File: config.mk
export PLATFORM = sky130hd
export DESIGN_NAME = wdt_top
export DESIGN_NICKNAME = d
export VERILOG_FILES = /design/src/wdt_pkg.sv /design/src/wdt_top.sv /design/src/wdt_pin_stretch.sv
export SDC_FILE = /design/constraint.sdc
export NUM_CORES = 1
export LEC_CHECK = 0
export ABC_AREA = 0
export BUFFER_PORTS_ARGS = -buffer_cell sky130_fd_sc_hd__buf_4
export CORE_UTILIZATION = 39
export CTS_BUF_LIST = sky130_fd_sc_hd__clkbuf_8
export DETAILED_ROUTE_END_ITERATION = 12
export PLACE_DENSITY = 0.6
export SLEW_MARGIN = 5
export SYNTH_ARGS = -nofsm -noshare
export SYNTH_HDL_FRONTEND = slang
export SYNTH_HIERARCHICAL = 1
export SYNTH_SLANG_ARGS = --single-unit
File: constraint.sdc
create_clock -name clk -period 3 [get_ports clk]
set_clock_uncertainty 0.2 [all_clocks]
set_input_delay 0.3 -clock clk [delete_from_list [all_inputs] [get_ports clk]]
set_output_delay 0.3 -clock clk [all_outputs]
set_load 0.01 [all_outputs]
File: src/wdt_pkg.sv
// package: register map, field layout and timing constants of the watchdog
// Operation
// - 6-bit counter behind 13-bit prescaler, crystal clocked
// - unserviced overflow resets after 2^18-2^4 cycles
// - any write to service location restarts timeout
// - overflow drives pin low 32 cycles, flags cause
// - service write also clears prescaler bits 12..4
// - service location reads reset vector low byte
// - prescaler cleared 4096 cycles after power-up
// - internal reset clears prescaler and watchdog counter
// - reset vector fetch clears the prescaler
// - disable signal follows configuration disable bit
// - watchdog never raises a CPU interrupt
// - monitor mode with test voltage disables watchdog
// - watchdog keeps counting during wait mode
// - stop mode freezes prescaler and watchdog count
// - break with test voltage on reset disables
// - timebase is the crystal clock itself
package wdt_pkg;

  // ****************************************************************
  // bus and register map
  // ****************************************************************
  localparam int ADDR_W = 16;               // cpu address width
  localparam int DATA_W = 8;                // cpu data width
  localparam logic [ADDR_W-1:0] ADDR_SERVICE = 16'hffff; // service / vector low byte
  localparam logic [ADDR_W-1:0] ADDR_CONFIG = 16'hfe00;  // disable bit lives here
  localparam logic [ADDR_W-1:0] ADDR_CAUSE = 16'hfe01;   // reset cause register
  localparam int CFG_DISABLE_BIT = 0;       // watchdog_disable position
  localparam int CAUSE_WDT_BIT = 0;         // watchdog_cause_flag position
  localparam logic [DATA_W-1:0] DATA_ZERO = 8'h00; // unmapped and idle read value

  // ****************************************************************
  // counter geometry and timing
  // ****************************************************************
  localparam int PRE_W = 13;                // system_prescaler width
  localparam int CNT_W = 6;                 // watchdog counter width
  localparam int PRE_CLR_LO = 4;            // lowest prescaler bit cleared on service
  localparam int PRE_CLR_HI = 12;           // highest prescaler bit cleared on service
  localparam int TAP_W = 12;                // low prescaler bits that form one tick period
  localparam logic [TAP_W-1:0] TAP_ALL = 12'h0fff; // tick when these are all ones
  localparam logic [CNT_W-1:0] CNT_MAX = 6'h3f;    // last count before overflow
  localparam int POR_CYCLES = 4096;         // prescaler clear after power-up
  localparam int POR_W = 13;                // room for the power-up count
  localparam logic [POR_W-1:0] POR_LAST = 13'(POR_CYCLES);
  localparam int PIN_CYCLES = 32;           // reset pin low time in crystal cycles
  localparam int PIN_W = 6;                 // room for the pin count
  localparam logic [PIN_W-1:0] PIN_LAST = 6'(PIN_CYCLES - 1);

  // ****************************************************************
  // carriers
  // ****************************************************************
  typedef struct packed {
    logic [ADDR_W-1:0] addr;  // byte address
    logic [DATA_W-1:0] wdata; // write data
    logic wr;                 // one-cycle write strobe
    logic rd;                 // one-cycle read strobe
  } bus_req_t;

  typedef struct packed {
    logic monitor_mode;   // part runs in monitor mode
    logic hv_on_irq;      // test voltage sensed on interrupt pin
    logic hv_on_rst;      // test voltage sensed on reset pin
    logic break_active;   // break interrupt in progress
    logic stop_mode;      // stop mode, prescaler clock gated
    logic vector_fetch;   // reset vector fetch on the data bus
    logic internal_reset; // any internal reset source
  } sys_in_t;

endpackage : wdt_pkg

File: src/wdt_top.sv
// module: watchdog with prescaler, service location, cause flag and reset pin drive
//
// Strobed register access was chosen for this implementation.
`timescale 1ns/100ps
`default_nettype none
module wdt_top
  import wdt_pkg::*;
(
  input wire logic clk,                       // crystal clock, 200 MHz
  input wire logic arst_n,                    // asynchronous reset, active low
  input wire bus_req_t bus,                   // cpu register access
  input wire logic [DATA_W-1:0] vector_lo,    // low byte of the reset vector
  input wire sys_in_t sys,                    // mode and reset context
  output logic [DATA_W-1:0] rdata,            // read data, cycle after the strobe
  output logic rst_pin_n,                     // external reset pin drive
  output logic watchdog_disable,              // disable signal from configuration
  output logic wdt_reset                      // one-cycle system reset request
);

  // ****************************************************************
  // state
  // ****************************************************************
  typedef struct packed {
    logic [PRE_W-1:0] pre;        // system_prescaler
    logic [CNT_W-1:0] cnt;        // watchdog counter
    logic [POR_W-1:0] por;        // power-up cycle count
    logic por_done;               // power-up clear already given
    logic cfg_disable;            // configuration disable bit
    logic cause;                  // watchdog_cause_flag
    logic fire;                   // overflow reset request
    logic [DATA_W-1:0] rdata;     // read data holder
  } wdt_state_t;

  wdt_state_t st_reg;             // registered state
  wdt_state_t st_next;            // next state

  // ****************************************************************
  // decode and conditions
  // ****************************************************************
  logic svc_wr;                   // write to the service location
  logic cfg_wr;                   // write to the configuration register
  logic cause_rd;                 // read of the reset cause register
  logic test_off;                 // test voltage conditions turn the watchdog off
  logic disabled;                 // watchdog may not reset the part
  logic pre_clear;                // whole prescaler cleared this cycle
  logic tick;                     // watchdog counter advances
  logic overflow;                 // counter wraps with reset allowed
  logic por_hit;                  // power-up delay just elapsed

  // address decode; reads never touch the watchdog counters
  always_comb begin
    svc_wr = bus.wr && (bus.addr == ADDR_SERVICE);
    cfg_wr = bus.wr && (bus.addr == ADDR_CONFIG);
    cause_rd = bus.rd && (bus.addr == ADDR_CAUSE);
  end

  // disable sources, any one is enough
  always_comb begin
    test_off = sys.monitor_mode && (sys.hv_on_irq || sys.hv_on_rst);
    test_off = test_off || (sys.break_active && sys.hv_on_rst);
    disabled = st_reg.cfg_disable || test_off;
  end

  // clear events and count tick
  always_comb begin
    por_hit = !st_reg.por_done && (st_reg.por == POR_LAST);
    pre_clear = sys.internal_reset || sys.vector_fetch || por_hit || st_reg.fire;
    // wait mode is not an input, so the count simply runs on
    tick = !sys.stop_mode && (st_reg.pre[TAP_W-1:0] == TAP_ALL);
    // overflow after 64 ticks of 4096 cycles
    overflow = tick && (st_reg.cnt == CNT_MAX) && !disabled && !svc_wr
               && !sys.internal_reset;
  end

  // ****************************************************************
  // next state
  // ****************************************************************
  // one process for every field; the order of the ifs is the priority
  always_comb begin
    st_next = st_reg;
    st_next.fire = 1'b0;
    st_next.rdata = DATA_ZERO;

    // power-up counter runs once, then rests
    if (!st_reg.por_done) begin
      if (por_hit) begin
        st_next.por_done = 1'b1;
      end else begin
        st_next.por = st_reg.por + 1'b1;
      end
    end

    if (pre_clear) begin
      st_next.pre = '0;
    end else if (svc_wr) begin
      // partial prescaler clear
      // low four bits keep running, hence the 2^4 shortfall on timeout
      st_next.pre = st_reg.pre + 1'b1;
      st_next.pre[PRE_CLR_HI:PRE_CLR_LO] = '0;
    end else if (!sys.stop_mode) begin
      st_next.pre = st_reg.pre + 1'b1;
    end

    // watchdog counter: clears win over counting
    if (sys.internal_reset || st_reg.fire) begin
      st_next.cnt = '0;
    end else if (svc_wr) begin
      st_next.cnt = '0;
    end else if (disabled) begin
      st_next.cnt = '0;
    end else if (tick) begin
      st_next.cnt = st_reg.cnt + 1'b1;
    end

    // overflow: request the reset and note the cause
    if (overflow) begin
      st_next.fire = 1'b1;
    end

    // configuration disable bit, written at its own address
    if (cfg_wr) begin
      st_next.cfg_disable = bus.wdata[CFG_DISABLE_BIT];
    end

    // cause flag: read clears, but a new overflow in that cycle wins
    if (cause_rd) begin
      st_next.cause = 1'b0;
    end
    if (overflow) begin
      st_next.cause = 1'b1;
    end

    // read data, valid only in the cycle after the strobe
    if (bus.rd) begin
      unique case (bus.addr)
        ADDR_SERVICE: st_next.rdata = vector_lo;
        ADDR_CONFIG: st_next.rdata = DATA_W'(st_reg.cfg_disable) << CFG_DISABLE_BIT;
        ADDR_CAUSE: st_next.rdata = DATA_W'(st_reg.cause) << CAUSE_WDT_BIT;
        default: st_next.rdata = DATA_ZERO;
      endcase
    end
  end

  // ****************************************************************
  // registers
  // ****************************************************************
  // the whole state struct in one register bank
  always_ff @(posedge clk or negedge arst_n) begin
    if (!arst_n) begin
      st_reg <= '0;
    end else begin
      st_reg <= st_next;
    end
  end

  // disable follows the configuration bit through its own flop
  logic disable_reg;
  always_ff @(posedge clk or negedge arst_n) begin
    if (!arst_n) begin
      disable_reg <= 1'b0;
    end else begin
      disable_reg <= st_next.cfg_disable;
    end
  end

  // ****************************************************************
  // reset pin drive
  // ****************************************************************
  // pin pulse on overflow
  wdt_pin_stretch u_stretch (
    .clk(clk),
    .arst_n(arst_n),
    .fire(st_reg.fire),
    .pin_n(rst_pin_n),
    .busy()
  );

  // outputs; the only action is a reset, there is no interrupt port
  assign rdata = st_reg.rdata;
  assign wdt_reset = st_reg.fire;
  assign watchdog_disable = disable_reg;

  // ****************************************************************
  // checks
  // ****************************************************************
  a_service_count: assert property (@(posedge clk) disable iff (!arst_n)
    svc_wr |=> (st_reg.cnt == '0) && !wdt_reset)
    else $error("service write did not clear the counter");

  a_service_prescaler: assert property (@(posedge clk) disable iff (!arst_n)
    (svc_wr && !pre_clear) |=> (st_reg.pre[PRE_CLR_HI:PRE_CLR_LO] == '0)
      && (st_reg.pre[PRE_CLR_LO-1:0] == $past(st_reg.pre[PRE_CLR_LO-1:0]) + 1'b1))
    else $error("service write did not clear prescaler bits 12..4");

  a_vector_read: assert property (@(posedge clk) disable iff (!arst_n)
    (bus.rd && bus.addr == ADDR_SERVICE) |=> (rdata == $past(vector_lo)))
    else $error("service location did not read the vector byte");

  a_overflow_cause: assert property (@(posedge clk) disable iff (!arst_n)
    overflow |=> wdt_reset && st_reg.cause ##1 !rst_pin_n)
    else $error("overflow did not set cause or drop the pin");

  a_disabled_quiet: assert property (@(posedge clk) disable iff (!arst_n)
    disabled |=> !wdt_reset && (st_reg.cnt == '0))
    else $error("disabled watchdog counted or fired");

  a_test_voltage: assert property (@(posedge clk) disable iff (!arst_n)
    (sys.monitor_mode && sys.hv_on_irq) || (sys.break_active && sys.hv_on_rst)
      |-> disabled)
    else $error("test voltage did not disable the watchdog");

  a_stop_freeze: assert property (@(posedge clk) disable iff (!arst_n)
    (sys.stop_mode && !pre_clear && !svc_wr && !disabled)
      |=> $stable(st_reg.pre) && $stable(st_reg.cnt))
    else $error("count moved in stop mode");

  a_running_count: assert property (@(posedge clk) disable iff (!arst_n)
    (!sys.stop_mode && !pre_clear && !svc_wr) |=> st_reg.pre == $past(st_reg.pre) + 1'b1)
    else $error("prescaler did not advance");

  a_fetch_clear: assert property (@(posedge clk) disable iff (!arst_n)
    (sys.vector_fetch || sys.internal_reset) |=> st_reg.pre == '0)
    else $error("prescaler not cleared on fetch or internal reset");

  a_power_up: assert property (@(posedge clk) disable iff (!arst_n)
    por_hit |=> (st_reg.pre == '0) && st_reg.por_done)
    else $error("power-up clear missing");

  a_disable_follow: assert property (@(posedge clk) disable iff (!arst_n)
    cfg_wr |=> ##1 (watchdog_disable == $past(bus.wdata[CFG_DISABLE_BIT], 2)))
    else $error("disable output did not follow the bit");

  // the request must not linger, or the pin stretch would restart
  a_fire_one_cycle: assert property (@(posedge clk) disable iff (!arst_n)
    wdt_reset |=> !wdt_reset)
    else $error("reset request longer than one cycle");

  // a request only ever comes from a real overflow
  a_fire_from_overflow: assert property (@(posedge clk) disable iff (!arst_n)
    wdt_reset |-> $past(overflow))
    else $error("reset request without overflow");

  // the overflow acts as an internal reset on both counters
  a_fire_clears_counts: assert property (@(posedge clk) disable iff (!arst_n)
    wdt_reset |=> (st_reg.cnt == '0) && (st_reg.pre == '0))
    else $error("counters not cleared after the reset request");

  // internal reset clears the watchdog counter too
  a_internal_count_clear: assert property (@(posedge clk) disable iff (!arst_n)
    sys.internal_reset |=> (st_reg.cnt == '0))
    else $error("internal reset did not clear the counter");

  // one step per tick, wrap at the top is the overflow itself
  a_tick_step: assert property (@(posedge clk) disable iff (!arst_n)
    (tick && !disabled && !svc_wr && !sys.internal_reset && !st_reg.fire)
      |=> (st_reg.cnt == $past(st_reg.cnt) + 1'b1))
    else $error("counter did not step on a tick");

  // between ticks the counter must rest
  a_no_tick_hold: assert property (@(posedge clk) disable iff (!arst_n)
    (!tick && !disabled && !svc_wr && !sys.internal_reset && !st_reg.fire)
      |=> $stable(st_reg.cnt))
    else $error("counter moved without a tick");

  // with the prescaler clock gated no overflow can be raised
  a_stop_no_fire: assert property (@(posedge clk) disable iff (!arst_n)
    sys.stop_mode |=> !wdt_reset)
    else $error("reset request raised in stop mode");

  // read data stand one cycle only, then the idle value
  a_rdata_idle: assert property (@(posedge clk) disable iff (!arst_n)
    !bus.rd |=> (rdata == DATA_ZERO))
    else $error("read data not idle without a strobe");

  // the cause survives until software reads it
  a_cause_sticky: assert property (@(posedge clk) disable iff (!arst_n)
    (st_reg.cause && !cause_rd) |=> st_reg.cause)
    else $error("cause flag lost without a read");

  // a read clears the cause unless a new overflow lands at once
  a_cause_read_clear: assert property (@(posedge clk) disable iff (!arst_n)
    (cause_rd && !overflow) |=> !st_reg.cause)
    else $error("cause flag not cleared by its read");

  // the stored disable bit takes the written value
  a_disable_config: assert property (@(posedge clk) disable iff (!arst_n)
    cfg_wr |=> (st_reg.cfg_disable == $past(bus.wdata[CFG_DISABLE_BIT])))
    else $error("configuration disable bit not stored");

  // monitor test voltage on the reset pin also silences the counter
  a_monitor_rst_voltage: assert property (@(posedge clk) disable iff (!arst_n)
    (sys.monitor_mode && sys.hv_on_rst) |=> (st_reg.cnt == '0))
    else $error("monitor test voltage did not hold the counter");

endmodule : wdt_top
`default_nettype wire

File: src/wdt_pin_stretch.sv
// module: stretches a one-cycle reset request into a timed low pulse on the reset pin
`timescale 1ns/100ps
`default_nettype none
module wdt_pin_stretch
  import wdt_pkg::*;
(
  input wire logic clk,
  input wire logic arst_n,
  input wire logic fire,        // one-cycle watchdog overflow
  output logic pin_n,           // reset pin drive, low while active
  output logic busy             // pulse in progress
);

  // ****************************************************************
  // state
  // ****************************************************************
  // the pin level lives in the flop itself, so the output has no gate behind it
  typedef struct packed {
    logic pin_n;                // reset pin level, low while the pulse runs
    logic [PIN_W-1:0] cnt;      // cycles already low
  } stretch_t;

  stretch_t st_reg;             // registered state
  stretch_t st_next;            // next state

  // next-state logic; a fresh request during a pulse restarts the count
  always_comb begin
    st_next = st_reg;
    if (fire) begin
      st_next.pin_n = 1'b0;
      st_next.cnt = '0;
    end else if (!st_reg.pin_n) begin
      if (st_reg.cnt == PIN_LAST) begin
        st_next.pin_n = 1'b1;
      end else begin
        st_next.cnt = st_reg.cnt + 1'b1;
      end
    end
  end

  // state register
  always_ff @(posedge clk or negedge arst_n) begin
    if (!arst_n) begin
      // pin released high while in reset
      st_reg <= '{pin_n: 1'b1, cnt: '0};
    end else begin
      st_reg <= st_next;
    end
  end

  assign pin_n = st_reg.pin_n;
  assign busy = !st_reg.pin_n;

  // count low cycles to check the pulse width
  logic [PIN_W:0] low_run;
  always_ff @(posedge clk or negedge arst_n) begin
    if (!arst_n) begin
      low_run <= '0;
    end else begin
      low_run <= pin_n ? '0 : low_run + 1'b1;
    end
  end

  a_pin_low_width: assert property (@(posedge clk) disable iff (!arst_n)
    ($rose(pin_n) && !$past(fire)) |-> (low_run == (PIN_W+1)'(PIN_CYCLES)))
    else $error("reset pin low time wrong");

  a_pin_drops_fire: assert property (@(posedge clk) disable iff (!arst_n)
    fire |=> !pin_n [*8])
    else $error("reset pin did not go low after overflow");

endmodule : wdt_pin_stretch
`default_nettype wire

==> key figures <==
Outcome
  • Outcome: finished, final reports clean

Cells and area
  • # nets final: about 350
  • Layout Utilization: 0.485
  • Layout area overhead: 19.6%
  • Antenna Diode Count: 0
  • Filler Cell Count: about 610
  • Register Area: 0.00125 mm^2
  • Multi-input combinational cell area: 0.00120 mm^2
  • Layout cells sized above 1: 0.211
  • Commonest non-fill, non-tap cell in the layout: dfrtp_1
  • Most frequent cells in the layout: dfrtp_1 (49), buf_4 (47), nand3_1 (21)
  • Non-filler cells in the finished layout: between 300 and 400
  • Largest register FFs: 33

Yosys
  • Synth Net Count: around 300
  • Cells after synthesis: approximately 260
  • Synth Flop Type: dfrtp_1
  • Mapped Area: 0.00259 mm^2
  • Syn Area/Cell: between 10 and 15 um^2
  • Synthesis-stage register bit count: 50
  • Top post-synthesis cells by area: dfrtp_1 (47%), nand3_1 (4.1%), xnor2_1 (3.4%)
  • Number of enable flip-flop cells after synthesis: 0
  • Area leader, netlist: dfrtp_1
  • Async SR Flop Fraction: 1.00
  • Yosys cell types: 53
  • Seq/Total Area, Yosys: 0.483
  • Share of the synthesized area in the top cell type: 0.473
  • Synth warn: 6

Timing
  • Max Slew Vio Count: 0
  • Worst slew margin: 0.579
  • Sum of negative setup slack: 0 ns
  • Setup ws final: slightly below 0.8 ns
  • Finish-stage setup viols: 0
  • Peak Freq: approximately 450 MHz
  • Final critical-path required period: 2.22 ns
  • Fin Hold WS: roughly 0.012 ns
  • Worst Tran Pin Value: ~0.63 ns
  • Final Cycle Share: 0.741
  • Unrepaired setup endpoints after global routing: no
  • Final Hold Viols: 0

Setup path
  • Crit-path slowest cell: nand4b_1
  • Req. time, crit path: ~3.0 ns
  • Worst path max stage delay: between 0.4 and 0.5 ns
  • CP Max Fanout: 9
  • Setup crit start kind: flip-flop
  • Crit-path cells: inv_1 -> ha_1 -> nor4bb_1 -> nand4b_1 -> o211ai_2 -> nor2_1
  • Worst EP arrival: 2.18 ns
  • Endpoint class of the critical path: flip-flop
  • Crit path kind: reg2reg

Die
  • # rows: 29
  • Starting Density: 0.406
  • Die ar.: 0.00697 mm^2
  • Die Wd: roughly 84 um
  • Core footprint: ~0.0064 mm^2
  • I/O pin cnt: between 50 and 60
  • Vert. Die Dim: about 84 um

CTS
  • TritonCTS Buffers: 5
  • CTS H-tree depth: 2
  • Clock slew at reported path FFs: about 0.090 ns
  • # clock sinks: 50
  • Deepest clock path buffer count: 2
  • Clk root buf: clkbuf_8
  • CTS tree: done
  • Post-CTS setup buffer count: 0
  • Clock latency on the worst-skew pair: about 0.3 ns

Placed design
  • Port Buffer Count: 46
  • Final RePlAce weighted congestion: 0.746
  • Pre-CTS setup slack: 0.765 ns
  • Placed insts: roughly 370
  • DP Wirelength: between 3000 and 4000 um

Route
  • Vias: about 2000
  • DR vias/cell: between 5 and 6
  • Routed WL per cell: about 13 um
  • Post-route ant nets: 0
  • Post-route DRC: 0
  • Drt total wl: 5070 um
  • Drt pass-1 iters: 4
  • DRT iter0 DRCs: between 70 and 80

Global route
  • Vias in the first global route: between 1500 and 2000
  • Initial antenna violation count: 0
  • Overflow after GRT: 0
  • GRT Total Usage: 0.155
  • First-pass GRT wire length: ~8800 um
  • Largest net degree at the start of global routing: 51

Power
  • Clock power share: 0.330
  • Comb pwr share: 0.069
  • Pint: between 0.0008 and 0.0009 W
  • Sw power: 0.000247 W
  • Leak: between 1 and 1.5 nW
  • Pwr/cell area: ~360 mW/mm^2
  • Maximum VDD drop: 0.254 mV
  • Sw frac: 0.220
  • Reg power frac: 0.602

Worst hold path
  • Hold WC Path Type: in2reg

Run
  • Max Cap Viol: 0
==> layout make-up <==
cell class                      count  share of cell area
Timing Repair Buffer               53               0.133
Inverter                           14              0.0170
Clock inverter                      3             0.00484
Tap cell                           77              0.0311
Sequential cell                    50               0.404
Multi-Input combinational cell    179               0.388
Clock buffer                        5              0.0222
==> what timing repair did <==
item / CTS / global route
hold buffers: 6 / 0
resized for setup: 0 / 0
endpoints found under the hold margin: 54 / 0
setup endpoints to repair: 0 / 0
==> per-layer routing <==
layer  wire (um)  up-vias  GRT usage
met5           0        -          0
met4          44        0     0.0370
met3         256        5     0.0366
met2        2300       38      0.262
met1        2460      983      0.201
li1            -     1012          -
==> cells by family (layout without fill, tap and decap cells) <==
| logic type | count (synthesis) | in the layout | synth area share |
|---|---|---|---|
| simple gates | 111 | 111 | 0.248 |
| flops | 50 | 50 | 0.483 |
| compound gates | 36 | 36 | 0.0961 |
| buf+inv | 26 | 75 | 0.0531 |
| xor+xnor | 20 | 20 | 0.0676 |
| mux | 7 | 7 | 0.0275 |
| fa+ha+maj | 5 | 5 | 0.0241 |
==> power by group through the flow <==
stage          sequential, W  clock (W)  combinational (W)
2_1_floorplan       0.000689          0          0.0000159
3_3_place_gp        0.000689          0          0.0000717
3_5_place_dp        0.000689          0          0.0000724
4_1_cts             0.000675   0.000388          0.0000790
5_1_grt             0.000676   0.000415          0.0000862
6_report            0.000675   0.000370          0.0000770
==> synthesized netlist by cell type (all sizes together) (6+ instances only) <==
master  number
a21oi        9
inv         14
xnor2       10
nand3       22
nand2       10
buf         11
mux2i        6
and2         8
nor2        19
nor4         7
nand4        7
xor2        10
o21ai        7
dfrtp       49
nor3         9
==> through the flow <==
step           cell area (um^2)  total power, W
5_1_grt                    3100         0.00118
3_3_place_gp               2960        0.000760
3_5_place_dp               2960        0.000761
6_report                   3100         0.00112
4_1_cts                    3100         0.00114
2_1_floorplan              2590        0.000705
==> critical path, delay by kind of cell, from the launching register on <==
kind | cells | cell delay (ns)
simple gates | 3 | 0.90
flops | 1 | 0.42
compound gates | 1 | 0.32
fa+ha+maj | 1 | 0.15
buf+inv | 1 | 0.10
==> worst paths after layout <==
path,slack [ns],cells past startpoint,start,end
setup reg to reg,0.78,6,st_reg[12],st_reg[41]
hold / removal,0.01,2,vector_lo[3],rdata[3]
setup / recovery,0.78,6,st_reg[12],st_reg[41]
hold reg to reg,0.29,1,st_reg[24],st_reg[24]
max in group asynchronous,1.80,2,arst_n,st_reg[33]
min in group asynchronous,0.37,2,arst_n,u_stretch/st_reg[3]
No activity file was read; power rests on OpenSTA's default activity.
